### config.mk
export PLATFORM = sky130hd
export DESIGN_NAME = cmpc_top
export DESIGN_NICKNAME = d
export VERILOG_FILES = /design/src/verilog/cmpc_pkg.sv /design/src/verilog/cmpc_top.sv
export SDC_FILE = /design/constraint.sdc
export NUM_CORES = 1
export LEC_CHECK = 0
export BUFFER_PORTS_ARGS = -buffer_cell sky130_fd_sc_hd__clkbuf_2
export CAP_MARGIN = 20
export CORE_UTILIZATION = 50
export CTS_BUF_LIST = sky130_fd_sc_hd__clkbuf_2 sky130_fd_sc_hd__clkbuf_4 sky130_fd_sc_hd__clkbuf_8
export CTS_CLUSTER_DIAMETER = 150
export DETAILED_ROUTE_END_ITERATION = 12
export GPL_ROUTABILITY_DRIVEN = 0
export PLACE_DENSITY = 0.76
export SLEW_MARGIN = 20
export SYNTH_ARGS = -nofsm -noshare
export SYNTH_HDL_FRONTEND = slang
export SYNTH_SLANG_ARGS = --single-unit
### constraint.sdc
create_clock -name clk -period 2 [get_ports clk]
set_clock_uncertainty 0.05 [all_clocks]
set_input_delay 0.1 -clock clk [delete_from_list [all_inputs] [get_ports clk]]
set_output_delay 0.1 -clock clk [all_outputs]
set_load 0.1 [all_outputs]
### src/verilog/cmpc_pkg.sv
// Package for the dual comparator control block: register offsets, field positions, reset values.
// Assumes a byte-wide register port with a 4-bit word address.
package cmpc_pkg;
  localparam int          ADDR_W       = 4;
  localparam int          DATA_W       = 8;
  localparam int          NUM_CMP      = 2;
  // Register offsets
  localparam logic [3:0]  OFS_CTL_ONE  = 4'h0;
  localparam logic [3:0]  OFS_CTL_TWO  = 4'h1;
  localparam logic [3:0]  OFS_AUX      = 4'h2;
  localparam logic [3:0]  OFS_IRQ      = 4'h3;
  // Control register fields
  localparam int          CTL_ON       = 7;
  localparam int          CTL_OUT      = 6;
  localparam int          CTL_OE       = 5;
  localparam int          CTL_POL      = 4;
  localparam int          CTL_SP       = 3;
  localparam int          CTL_REF      = 2;
  localparam int          CTL_CH_HI    = 1;
  localparam int          CTL_CH_LO    = 0;
  localparam logic [7:0]  CTL_RST      = 8'h08;
  // Aux register fields
  localparam int          AUX_MIR_ONE  = 7;
  localparam int          AUX_MIR_TWO  = 6;
  localparam logic [7:0]  AUX_WR_MASK  = 8'h3f;
  localparam logic [7:0]  AUX_RST      = 8'h00;
  // Interrupt register fields
  localparam int          IRQ_FLAG_LO  = 0;
  localparam int          IRQ_IE_LO    = 2;
  localparam int          IRQ_PERIPHERAL_IRQ_ENABLE     = 4;
  localparam int          IRQ_GIE      = 5;
  localparam logic [7:0]  IRQ_WR_MASK  = 8'h3f;
  localparam logic [7:0]  IRQ_RST      = 8'h00;
  // Instruction cycle of four clocks, first phase strobe at phase zero
  localparam int          PHASES       = 4;
  localparam logic [1:0]  PHASE_FIRST  = 2'h0;
  localparam logic [1:0]  PHASE_LAST   = 2'h3;
endpackage : cmpc_pkg

### src/verilog/cmpc_top.sv
// Dual comparator digital control: control registers, change detect, interrupt flags, shared pin.
// Assumes the analog cores deliver their raw results synchronous to clk.
`timescale 1ns/10ps

// Overview of operation
// - Speed select resets to one, normal speed
// - First latch captures output on control read
// - Second latch samples each first phase; XOR
// - Mismatch holds until read or output returns
// - Any control write clears mismatch
// - Flag sets on mismatch rising edge
// - After clear, interrupt only on later change
// - Flag cleared by writing zero; one sets
// - Request needs all three enables; flag regardless
// - Disabled comparator output follows polarity bit
// - Access clears latches; new config at write
// - Change during read may miss flag
// - Enable bit turns comparator on, runs asleep
// - Output change wakes device with enables
// - Reset returns all control registers off
// - Output bit is comparison, polarity inverts
// - Reference select picks internal reference or pin
// - Channel select routes ground or three pins
// - Pin driven with oe, enable, direction low
// - Second output enable wins the shared pin
// - Internal output relatched each instruction cycle
// - Mirror bits read leave latches untouched
module cmpc_top (
  input  wire logic                           clk,
  input  wire logic                           rstn,
  input  wire logic [cmpc_pkg::ADDR_W-1:0]    addr,
  input  wire logic [cmpc_pkg::DATA_W-1:0]    wdata,
  input  wire logic                           wr,
  input  wire logic                           rd,
  output logic      [cmpc_pkg::DATA_W-1:0]    rdata,
  input  wire logic [cmpc_pkg::NUM_CMP-1:0]   cmp_raw,
  input  wire logic                           sleep_mode,
  input  wire logic                           pin_dir,
  input  wire logic                           port_latch,
  output logic [cmpc_pkg::NUM_CMP-1:0]        cmp_enable,
  output logic [cmpc_pkg::NUM_CMP-1:0]        speed_power_select,
  output logic [cmpc_pkg::NUM_CMP-1:0]        reference_select,
  output logic [2*cmpc_pkg::NUM_CMP-1:0]      inverting_channel_select,
  output logic [cmpc_pkg::NUM_CMP-1:0]        reference_source_select,
  output logic [cmpc_pkg::NUM_CMP-1:0]        hysteresis_enable,
  output logic                                shared_output_pin,
  output logic                                shared_output_pin_oe_n,
  output logic                                irq_req,
  output logic                                wake_req
);
  import cmpc_pkg::*;

  logic [1:0]          phase_r;
  logic                q1_r;
  logic [7:0]          ctl_r [NUM_CMP];
  logic [7:0]          aux_r;
  logic [7:0]          irq_r;
  logic [NUM_CMP-1:0]  out_now;
  logic [NUM_CMP-1:0]  latch_smp_r;
  logic [NUM_CMP-1:0]  latch_rd_r;
  logic [NUM_CMP-1:0]  mism;
  logic [NUM_CMP-1:0]  mism_d_r;
  logic [NUM_CMP-1:0]  ctl_acc;
  logic [NUM_CMP-1:0]  flag_set;
  logic [NUM_CMP-1:0]  flag_nxt;
  logic [NUM_CMP-1:0]  active_irq;
  logic [7:0]          rdata_nxt;

  // Instruction phase counter; first phase strobe held high during sleep while the counter keeps running
  always_ff @(posedge clk) begin
    if (!rstn) begin
      phase_r <= PHASE_FIRST;
      q1_r    <= 1'b0;
    end else begin
      phase_r <= (phase_r == PHASE_LAST) ? PHASE_FIRST : phase_r + 2'h1;
      q1_r    <= sleep_mode || (phase_r == PHASE_LAST);
    end
  end

  genvar gi;
  generate
    for (gi = 0; gi < NUM_CMP; gi++) begin : g_cmp
      localparam logic [3:0] OFS = (gi == 0) ? OFS_CTL_ONE : OFS_CTL_TWO;

      // Disabled core reads as zero, polarity then sets the level
      assign out_now[gi]  = (ctl_r[gi][CTL_ON] & cmp_raw[gi]) ^ ctl_r[gi][CTL_POL];
      assign ctl_acc[gi]  = (rd || wr) && (addr == OFS);
      assign mism[gi]     = latch_rd_r[gi] ^ latch_smp_r[gi];
      assign flag_set[gi] = mism[gi] && !mism_d_r[gi];

      always_ff @(posedge clk) begin
        if (!rstn) begin
          ctl_r[gi] <= CTL_RST;
        end else if (wr && addr == OFS) begin
          ctl_r[gi] <= wdata;
        end
      end

      // Sampling latch, also the internal output seen by software
      always_ff @(posedge clk) begin
        if (!rstn) begin
          latch_smp_r[gi] <= 1'b0;
        end else if (q1_r) begin
          latch_smp_r[gi] <= out_now[gi];
        end
      end

      // Read latch takes the old level; config lands the same edge
      always_ff @(posedge clk) begin
        if (!rstn) begin
          latch_rd_r[gi] <= 1'b0;
        end else if (ctl_acc[gi]) begin
          latch_rd_r[gi] <= latch_smp_r[gi];
        end
      end

      always_ff @(posedge clk) begin
        if (!rstn) begin
          mism_d_r[gi] <= 1'b0;
        end else begin
          mism_d_r[gi] <= mism[gi];
        end
      end

      assign flag_nxt[gi] = ((wr && addr == OFS_IRQ) ? wdata[IRQ_FLAG_LO+gi] : irq_r[IRQ_FLAG_LO+gi])
                            | flag_set[gi];
      assign active_irq[gi] = irq_r[IRQ_FLAG_LO+gi] & irq_r[IRQ_IE_LO+gi];

      always_ff @(posedge clk) begin
        if (!rstn) begin
          cmp_enable[gi]                     <= 1'b0;
          speed_power_select[gi]             <= CTL_RST[CTL_SP];
          reference_select[gi]               <= 1'b0;
          inverting_channel_select[2*gi +: 2] <= 2'h0;
        end else begin
          cmp_enable[gi]                     <= ctl_r[gi][CTL_ON];
          speed_power_select[gi]             <= ctl_r[gi][CTL_SP];
          reference_select[gi]               <= ctl_r[gi][CTL_REF];
          inverting_channel_select[2*gi +: 2] <= ctl_r[gi][CTL_CH_HI:CTL_CH_LO];
        end
      end
    end
  endgenerate

  always_ff @(posedge clk) begin
    if (!rstn) begin
      aux_r <= AUX_RST;
    end else if (wr && addr == OFS_AUX) begin
      aux_r <= wdata & AUX_WR_MASK;
    end
  end

  // Flags: hardware set wins over a software clear
  always_ff @(posedge clk) begin
    if (!rstn) begin
      irq_r <= IRQ_RST;
    end else begin
      irq_r[IRQ_FLAG_LO +: NUM_CMP] <= flag_nxt;
      if (wr && addr == OFS_IRQ) begin
        irq_r[7:IRQ_IE_LO] <= wdata[7:IRQ_IE_LO] & IRQ_WR_MASK[7:IRQ_IE_LO];
      end
    end
  end

  always_ff @(posedge clk) begin
    if (!rstn) begin
      irq_req  <= 1'b0;
      wake_req <= 1'b0;
    end else begin
      irq_req  <= (|active_irq) && irq_r[IRQ_PERIPHERAL_IRQ_ENABLE] && irq_r[IRQ_GIE];
      wake_req <= (|active_irq) && irq_r[IRQ_PERIPHERAL_IRQ_ENABLE];
    end
  end

  always_ff @(posedge clk) begin
    if (!rstn) begin
      reference_source_select <= 2'h0;
      hysteresis_enable       <= 2'h0;
    end else begin
      reference_source_select <= {aux_r[4], aux_r[5]};
      hysteresis_enable       <= {aux_r[2], aux_r[3]};
    end
  end

  // Shared pin: second comparator has priority
  always_ff @(posedge clk) begin
    if (!rstn) begin
      shared_output_pin      <= 1'b0;
      shared_output_pin_oe_n <= 1'b1;
    end else if (ctl_r[1][CTL_OE]) begin
      shared_output_pin      <= out_now[1];
      shared_output_pin_oe_n <= !(ctl_r[1][CTL_ON] && !pin_dir);
    end else if (ctl_r[0][CTL_OE]) begin
      shared_output_pin      <= out_now[0];
      shared_output_pin_oe_n <= !(ctl_r[0][CTL_ON] && !pin_dir);
    end else begin
      shared_output_pin      <= port_latch;
      shared_output_pin_oe_n <= 1'b1;
    end
  end

  // Read mux; unmapped reads zero
  always_comb begin
    rdata_nxt = 8'h00;
    if (addr == OFS_CTL_ONE) begin
      rdata_nxt = ctl_r[0];
      rdata_nxt[CTL_OUT] = latch_smp_r[0];
    end else if (addr == OFS_CTL_TWO) begin
      rdata_nxt = ctl_r[1];
      rdata_nxt[CTL_OUT] = latch_smp_r[1];
    end else if (addr == OFS_AUX) begin
      rdata_nxt = aux_r;
      rdata_nxt[AUX_MIR_ONE] = latch_smp_r[0];
      rdata_nxt[AUX_MIR_TWO] = latch_smp_r[1];
    end else if (addr == OFS_IRQ) begin
      rdata_nxt = irq_r;
    end
  end

  always_ff @(posedge clk) begin
    if (!rstn) begin
      rdata <= 8'h00;
    end else if (rd) begin
      rdata <= rdata_nxt;
    end else begin
      rdata <= 8'h00;
    end
  end

  property p_sp_reset;
    @(posedge clk) $rose(rstn) |-> speed_power_select == 2'h3;
  endproperty
  a_sp_reset: assert property (p_sp_reset) else $error("speed select not one after reset");

  property p_rd_capture;
    @(posedge clk) disable iff (!rstn) (rd && addr == OFS_CTL_ONE) |=> latch_rd_r[0] == $past(latch_smp_r[0]);
  endproperty
  a_rd_capture: assert property (p_rd_capture) else $error("read latch missed capture");

  property p_q1_period;
    @(posedge clk) disable iff (!rstn || sleep_mode) (q1_r && phase_r == PHASE_FIRST) |=> !q1_r [*3] ##1 q1_r;
  endproperty
  a_q1_period: assert property (p_q1_period) else $error("first phase strobe not every four clocks");

  property p_wr_clears;
    @(posedge clk) disable iff (!rstn) (wr && addr == OFS_CTL_TWO && !q1_r) |=> !mism[1];
  endproperty
  a_wr_clears: assert property (p_wr_clears) else $error("write did not clear mismatch");

  property p_edge_sets;
    @(posedge clk) disable iff (!rstn) (mism[0] && !mism_d_r[0]) |=> irq_r[IRQ_FLAG_LO];
  endproperty
  a_edge_sets: assert property (p_edge_sets) else $error("mismatch edge did not set flag");

  property p_sw_set;
    @(posedge clk) disable iff (!rstn) (wr && addr == OFS_IRQ && wdata[IRQ_FLAG_LO+1]) |=> irq_r[IRQ_FLAG_LO+1];
  endproperty
  a_sw_set: assert property (p_sw_set) else $error("software set of flag lost");

  property p_irq_gate;
    @(posedge clk) disable iff (!rstn) !irq_r[IRQ_GIE] |=> !irq_req;
  endproperty
  a_irq_gate: assert property (p_irq_gate) else $error("request without global enable");

  property p_off_pol;
    @(posedge clk) disable iff (!rstn) !ctl_r[0][CTL_ON] |-> out_now[0] == ctl_r[0][CTL_POL];
  endproperty
  a_off_pol: assert property (p_off_pol) else $error("disabled output not polarity");

  property p_pin_prio;
    @(posedge clk) disable iff (!rstn) ctl_r[1][CTL_OE] |=> shared_output_pin == $past(out_now[1]);
  endproperty
  a_pin_prio: assert property (p_pin_prio) else $error("second comparator lost the pin");

  property p_pin_drive;
    @(posedge clk) disable iff (!rstn) (!ctl_r[0][CTL_OE] && !ctl_r[1][CTL_OE]) || pin_dir |=> shared_output_pin_oe_n;
  endproperty
  a_pin_drive: assert property (p_pin_drive) else $error("pin driven without conditions");

  property p_mirror_read;
    @(posedge clk) disable iff (!rstn) (rd && addr == OFS_AUX) |=> $stable(latch_rd_r);
  endproperty
  a_mirror_read: assert property (p_mirror_read) else $error("mirror read changed read latch");

  property p_rd_capture_two;
    @(posedge clk) disable iff (!rstn) (rd && addr == OFS_CTL_TWO) |=> latch_rd_r[1] == $past(latch_smp_r[1]);
  endproperty
  a_rd_capture_two: assert property (p_rd_capture_two) else $error("second read latch missed capture");

  property p_rd_clears;
    @(posedge clk) disable iff (!rstn) (rd && addr == OFS_CTL_ONE && !q1_r) |=> !mism[0];
  endproperty
  a_rd_clears: assert property (p_rd_clears) else $error("read did not clear mismatch");

  property p_wr_clears_one;
    @(posedge clk) disable iff (!rstn) (wr && addr == OFS_CTL_ONE && !q1_r) |=> !mism[0];
  endproperty
  a_wr_clears_one: assert property (p_wr_clears_one) else $error("write did not clear first mismatch");

  property p_flag_hold;
    @(posedge clk) disable iff (!rstn) (irq_r[IRQ_FLAG_LO] && !(wr && addr == OFS_IRQ)) |=> irq_r[IRQ_FLAG_LO];
  endproperty
  a_flag_hold: assert property (p_flag_hold) else $error("flag dropped without software clear");

  property p_sw_clear;
    @(posedge clk) disable iff (!rstn)
      (wr && addr == OFS_IRQ && !wdata[IRQ_FLAG_LO] && !flag_set[0]) |=> !irq_r[IRQ_FLAG_LO];
  endproperty
  a_sw_clear: assert property (p_sw_clear) else $error("software clear of flag lost");

  property p_no_level_set;
    @(posedge clk) disable iff (!rstn)
      (!irq_r[IRQ_FLAG_LO] && !flag_set[0] && !(wr && addr == OFS_IRQ)) |=> !irq_r[IRQ_FLAG_LO];
  endproperty
  a_no_level_set: assert property (p_no_level_set) else $error("flag set without mismatch edge");

  property p_smp_q1;
    @(posedge clk) disable iff (!rstn) !q1_r |=> $stable(latch_smp_r);
  endproperty
  a_smp_q1: assert property (p_smp_q1) else $error("sample latch moved outside first phase");

  property p_wake_gate;
    @(posedge clk) disable iff (!rstn) !irq_r[IRQ_PERIPHERAL_IRQ_ENABLE] |=> !wake_req;
  endproperty
  a_wake_gate: assert property (p_wake_gate) else $error("wake without peripheral enable");

  property p_req_all;
    @(posedge clk) disable iff (!rstn)
      (irq_r[IRQ_FLAG_LO] && irq_r[IRQ_IE_LO] && irq_r[IRQ_PERIPHERAL_IRQ_ENABLE] && irq_r[IRQ_GIE]) |=> irq_req;
  endproperty
  a_req_all: assert property (p_req_all) else $error("request missing with all enables set");

  property p_pin_first;
    @(posedge clk) disable iff (!rstn)
      (!ctl_r[1][CTL_OE] && ctl_r[0][CTL_OE]) |=> shared_output_pin == $past(out_now[0]);
  endproperty
  a_pin_first: assert property (p_pin_first) else $error("first comparator missing on pin");

  property p_off_pol_two;
    @(posedge clk) disable iff (!rstn) !ctl_r[1][CTL_ON] |-> out_now[1] == ctl_r[1][CTL_POL];
  endproperty
  a_off_pol_two: assert property (p_off_pol_two) else $error("second disabled output not polarity");

endmodule : cmpc_top

==> out/qor.yml <==
min_path:
  worstHoldPathCells: 3
  worstHoldPathType: "primary input to flip-flop"
  hold_start: "wdata[1]"
  holdPathEnd: "aux_r[1]"
timing:
  relSlewSlack_pct: 56.1
  timing.final.crit_period_ps: 1360
  report.final.slew_viol_count: 0
  timing.fmax_mhz: 733
  final_critical_path_setup_slack_ps: 635
  setup_viol_count_final: 0
  grt_setup_unrepaired: "false"
  worstMarginPinSlew_ps: 658
  fin_crit_sh_pct: 68.2
  final.setup.tns_ps: 0
  hold_viol_final: 0
power_and_ir_drop:
  power-per-cell-area_mw_per_mm2: 964
  ir_drop_mv: 0.493
  leakage_power_figure_nw: 1.18
critical_path:
  crit-reg2reg-launch: "ctl_r[0][7]"
  cp_slowest_cell: "sky130_fd_sc_hd__or4_1"
  critical_path_class: "primary input to flip-flop"
  cp_data_arrival_time_ps: 1360
  family_with_the_most_delay_on_the_worst_path: "simple AND/OR/NAND/NOR gates"
  critPathLaunch: "addr[0]"
  r2r_cells: 2
  cp_num_buf_inv: 2
  critical_path_peak_fanout: 16
  worst_setup_path_start_kind: "primary input"
  worstReg2RegEnd: "latch_smp_r[0]"
  path_cells: "clkbuf_2, or4_1, o21ai_0, buf_4"
  critPathRequiredTime_ps: 2000
  worstSetupEndpointType: "flip-flop"
  r2r_slack_ps: 810
  critical_path.max_stage_delay_ps: 560
routing:
  detail_route.first_pass.iterations: 6
  wl_per_cell_um: 14.8
  drc: 0
  antenna_left: 0
  vias: 1889
  post_dr_vias_cell: 5.48
  dr.first_iter.drc_count: 169
  routed_wl_mm: 5.12
synthesis:
  number_of_warnings_reported_in_the_yosys_synthesis_log: 0
  sequential_to_total_area_share_from_yosys_stat_pct: 57.3
  post_synth_edffs: 14
  avgSynthCellArea_sq_um: 10.1
  mappedNetlistArea_sq_mm: 0.00237
  share_of_async_settable_or_async_resettable_flops_after_synthesis_pct: 0
  syn_inst: 234
  post_synth_num_cell_types: 41
  synth-main-ff-cell: "sky130_fd_sc_hd__dfxtp_1"
  synth_nets: 256
  synth.ff_latch_count: 61
clocking:
  h-tree-depth: 3
  ctsRootBufferMaster: "sky130_fd_sc_hd__clkbuf_8"
  clk_transition_reported_paths_ps: 60
  cts-buffers-inserted: 9
  worstSkewPairLatency_ps: 330
  cts.path.max_buffers: 2
  cts_post_setup_buffers_inserted: 0
  tritoncts: "built"
  cts.sinks: 61
final_layout:
  final_layout_size_suffix_gt1_share_pct: 27.0
  antenna_cells_inserted: 0
  area_growth_syn_to_layout_pct: 22.3
  layout.cells.most_common: "sky130_fd_sc_hd__dfxtp_1"
  design.final.nets: 310
  post_layout_nonfiller_instances: 345
  mostFrequentLayoutCells: "sky130_fd_sc_hd__dfxtp_1, sky130_fd_sc_hd__clkbuf_2, sky130_fd_sc_hd__and2_1"
placed_design:
  dpl.hpwl_mm: 3.53
  placedCellCount: 326
  pre_cts_slack_ps: 295
  port_buffers: 45
floorplan:
  core.rowCount: 24
  chipHeight_um: 70.9
  initial_core_util_pct: 53.4
  io_pins: 47
  fp.dieArea_sq_mm: 0.00503
  die_w_um: 70.9
  placeableCoreArea_sq_mm: 0.00444
global_route:
  grt_antenna_before_repair: 0
  global_route.peak_usage_layer: "met2"
  grt_max_degree: 21
  grt.met1_usage_pct: 29.9
  globalRouteOverflowTotal: 0
  grt_use_met2_pct: 35.1
  gr-usage-met3_pct: 4.13
  gr-usage-all-layers_pct: 22.8
  grt_pass1_wl_mm: 8.54
  first_global_vias: 1751
run:
  max_cap_viol_count: 0
outcome:
  run_status: "completed"
[per-stage QoR]
stage                     power [mW]  cell area (sq um)  utilization (%)  hold WS (ps)
after floorplan                 1.60               2370                -           156
after global placement          1.69               2660             59.9           244
final                           2.80               2900             65.3          19.3
after detailed placement        1.69               2660             59.9           240
after CTS                       2.81               2900             65.3          3.19
after global routing            2.90               2900             65.3          26.2
[state kept, by name, summed over array words and instances, names as in the netlist, 2 cells and up]
signal and cells:
ctl_r 14, cmp_enable 2, speed_power_select 2, irq_r 6
phase_r 2, rdata 8, mism_d_r 2, reference_source_select 2
latch_rd_r 2, hysteresis_enable 2, reference_select 2, inverting_channel_select 4
latch_smp_r 2, aux_r 6
[routing by layer]
layer	part of all wire, %	vias up
li1	-	926
met1	44	870
met2	47	83
met3	7.1	10
met4	1.9	0
met5	0	-
[what timing repair did]
| action | in CTS | in global routing |
|---|---|---|
| hold endpoints to repair | 3 | 0 |
| hold buffers | 3 | 0 |
| resized for setup | 0 | 0 |
[area by class of cell]
cell class,count,area (sq um)
Clock buffer,12,165
Multi-Input combinational cell,158,948
Tap cell,52,65.1
Timing Repair Buffer,55,308
Clock inverter,4,45.0
Inverter,3,11.3
Sequential cell,61,1360
Fill cell,366,1540
[tightest hold or removal path, cell delays in order]
cell	delay, ps
sky130_fd_sc_hd__clkbuf_2	120
sky130_fd_sc_hd__nand3_1	80
sky130_fd_sc_hd__a21oi_1	50
[report_power, final]
part           total (mW)  internal [mW]  switching, mW
logic               0.330         0.0890          0.241
registers            1.34           1.31         0.0293
clock network        1.13          0.671          0.455
[synth_stat cells (all sizes together), types with 2 or more instances]
cell type	number	share of area [%]
a21bo	8	3.4
clkbuf	8	1.3
xor2	2	0.74
nor2	12	1.9
nand2	16	2.5
o21ai	21	4.4
dfxtp	47	40
and3	3	0.79
nor3b	2	0.84
nor3	3	0.63
o211ai	6	1.9
and2	28	7.4
nand2b	4	1.1
edfxtp	14	18
inv	3	0.47
nand3	12	2.5
nand3b	2	0.63
nor2b	3	0.79
buf	4	0.95
a21oi	20	4.2
[how the worst max path moves through the flow]
stage                     slack, ps     endpoint  cells after the start
after floorplan                 250  ctl_r[0][0]                      3
after global placement          280  ctl_r[0][7]                      4
after detailed placement        290  ctl_r[0][3]                      4
after CTS                       640  ctl_r[0][3]                      4
after global routing            600  ctl_r[0][0]                      4
final                           640  ctl_r[0][0]                      4
[cell families after synthesis]
group	synth area share, %
xor gates and xnor gates	1.11
AOI/OAI and AO/OA	16.7
adders and majority gates	0.527
DFF	57.3
buffers and inverters	2.74
and+or+nand+nor	21.6
Note: power is estimated with default switching activity, not from simulation.
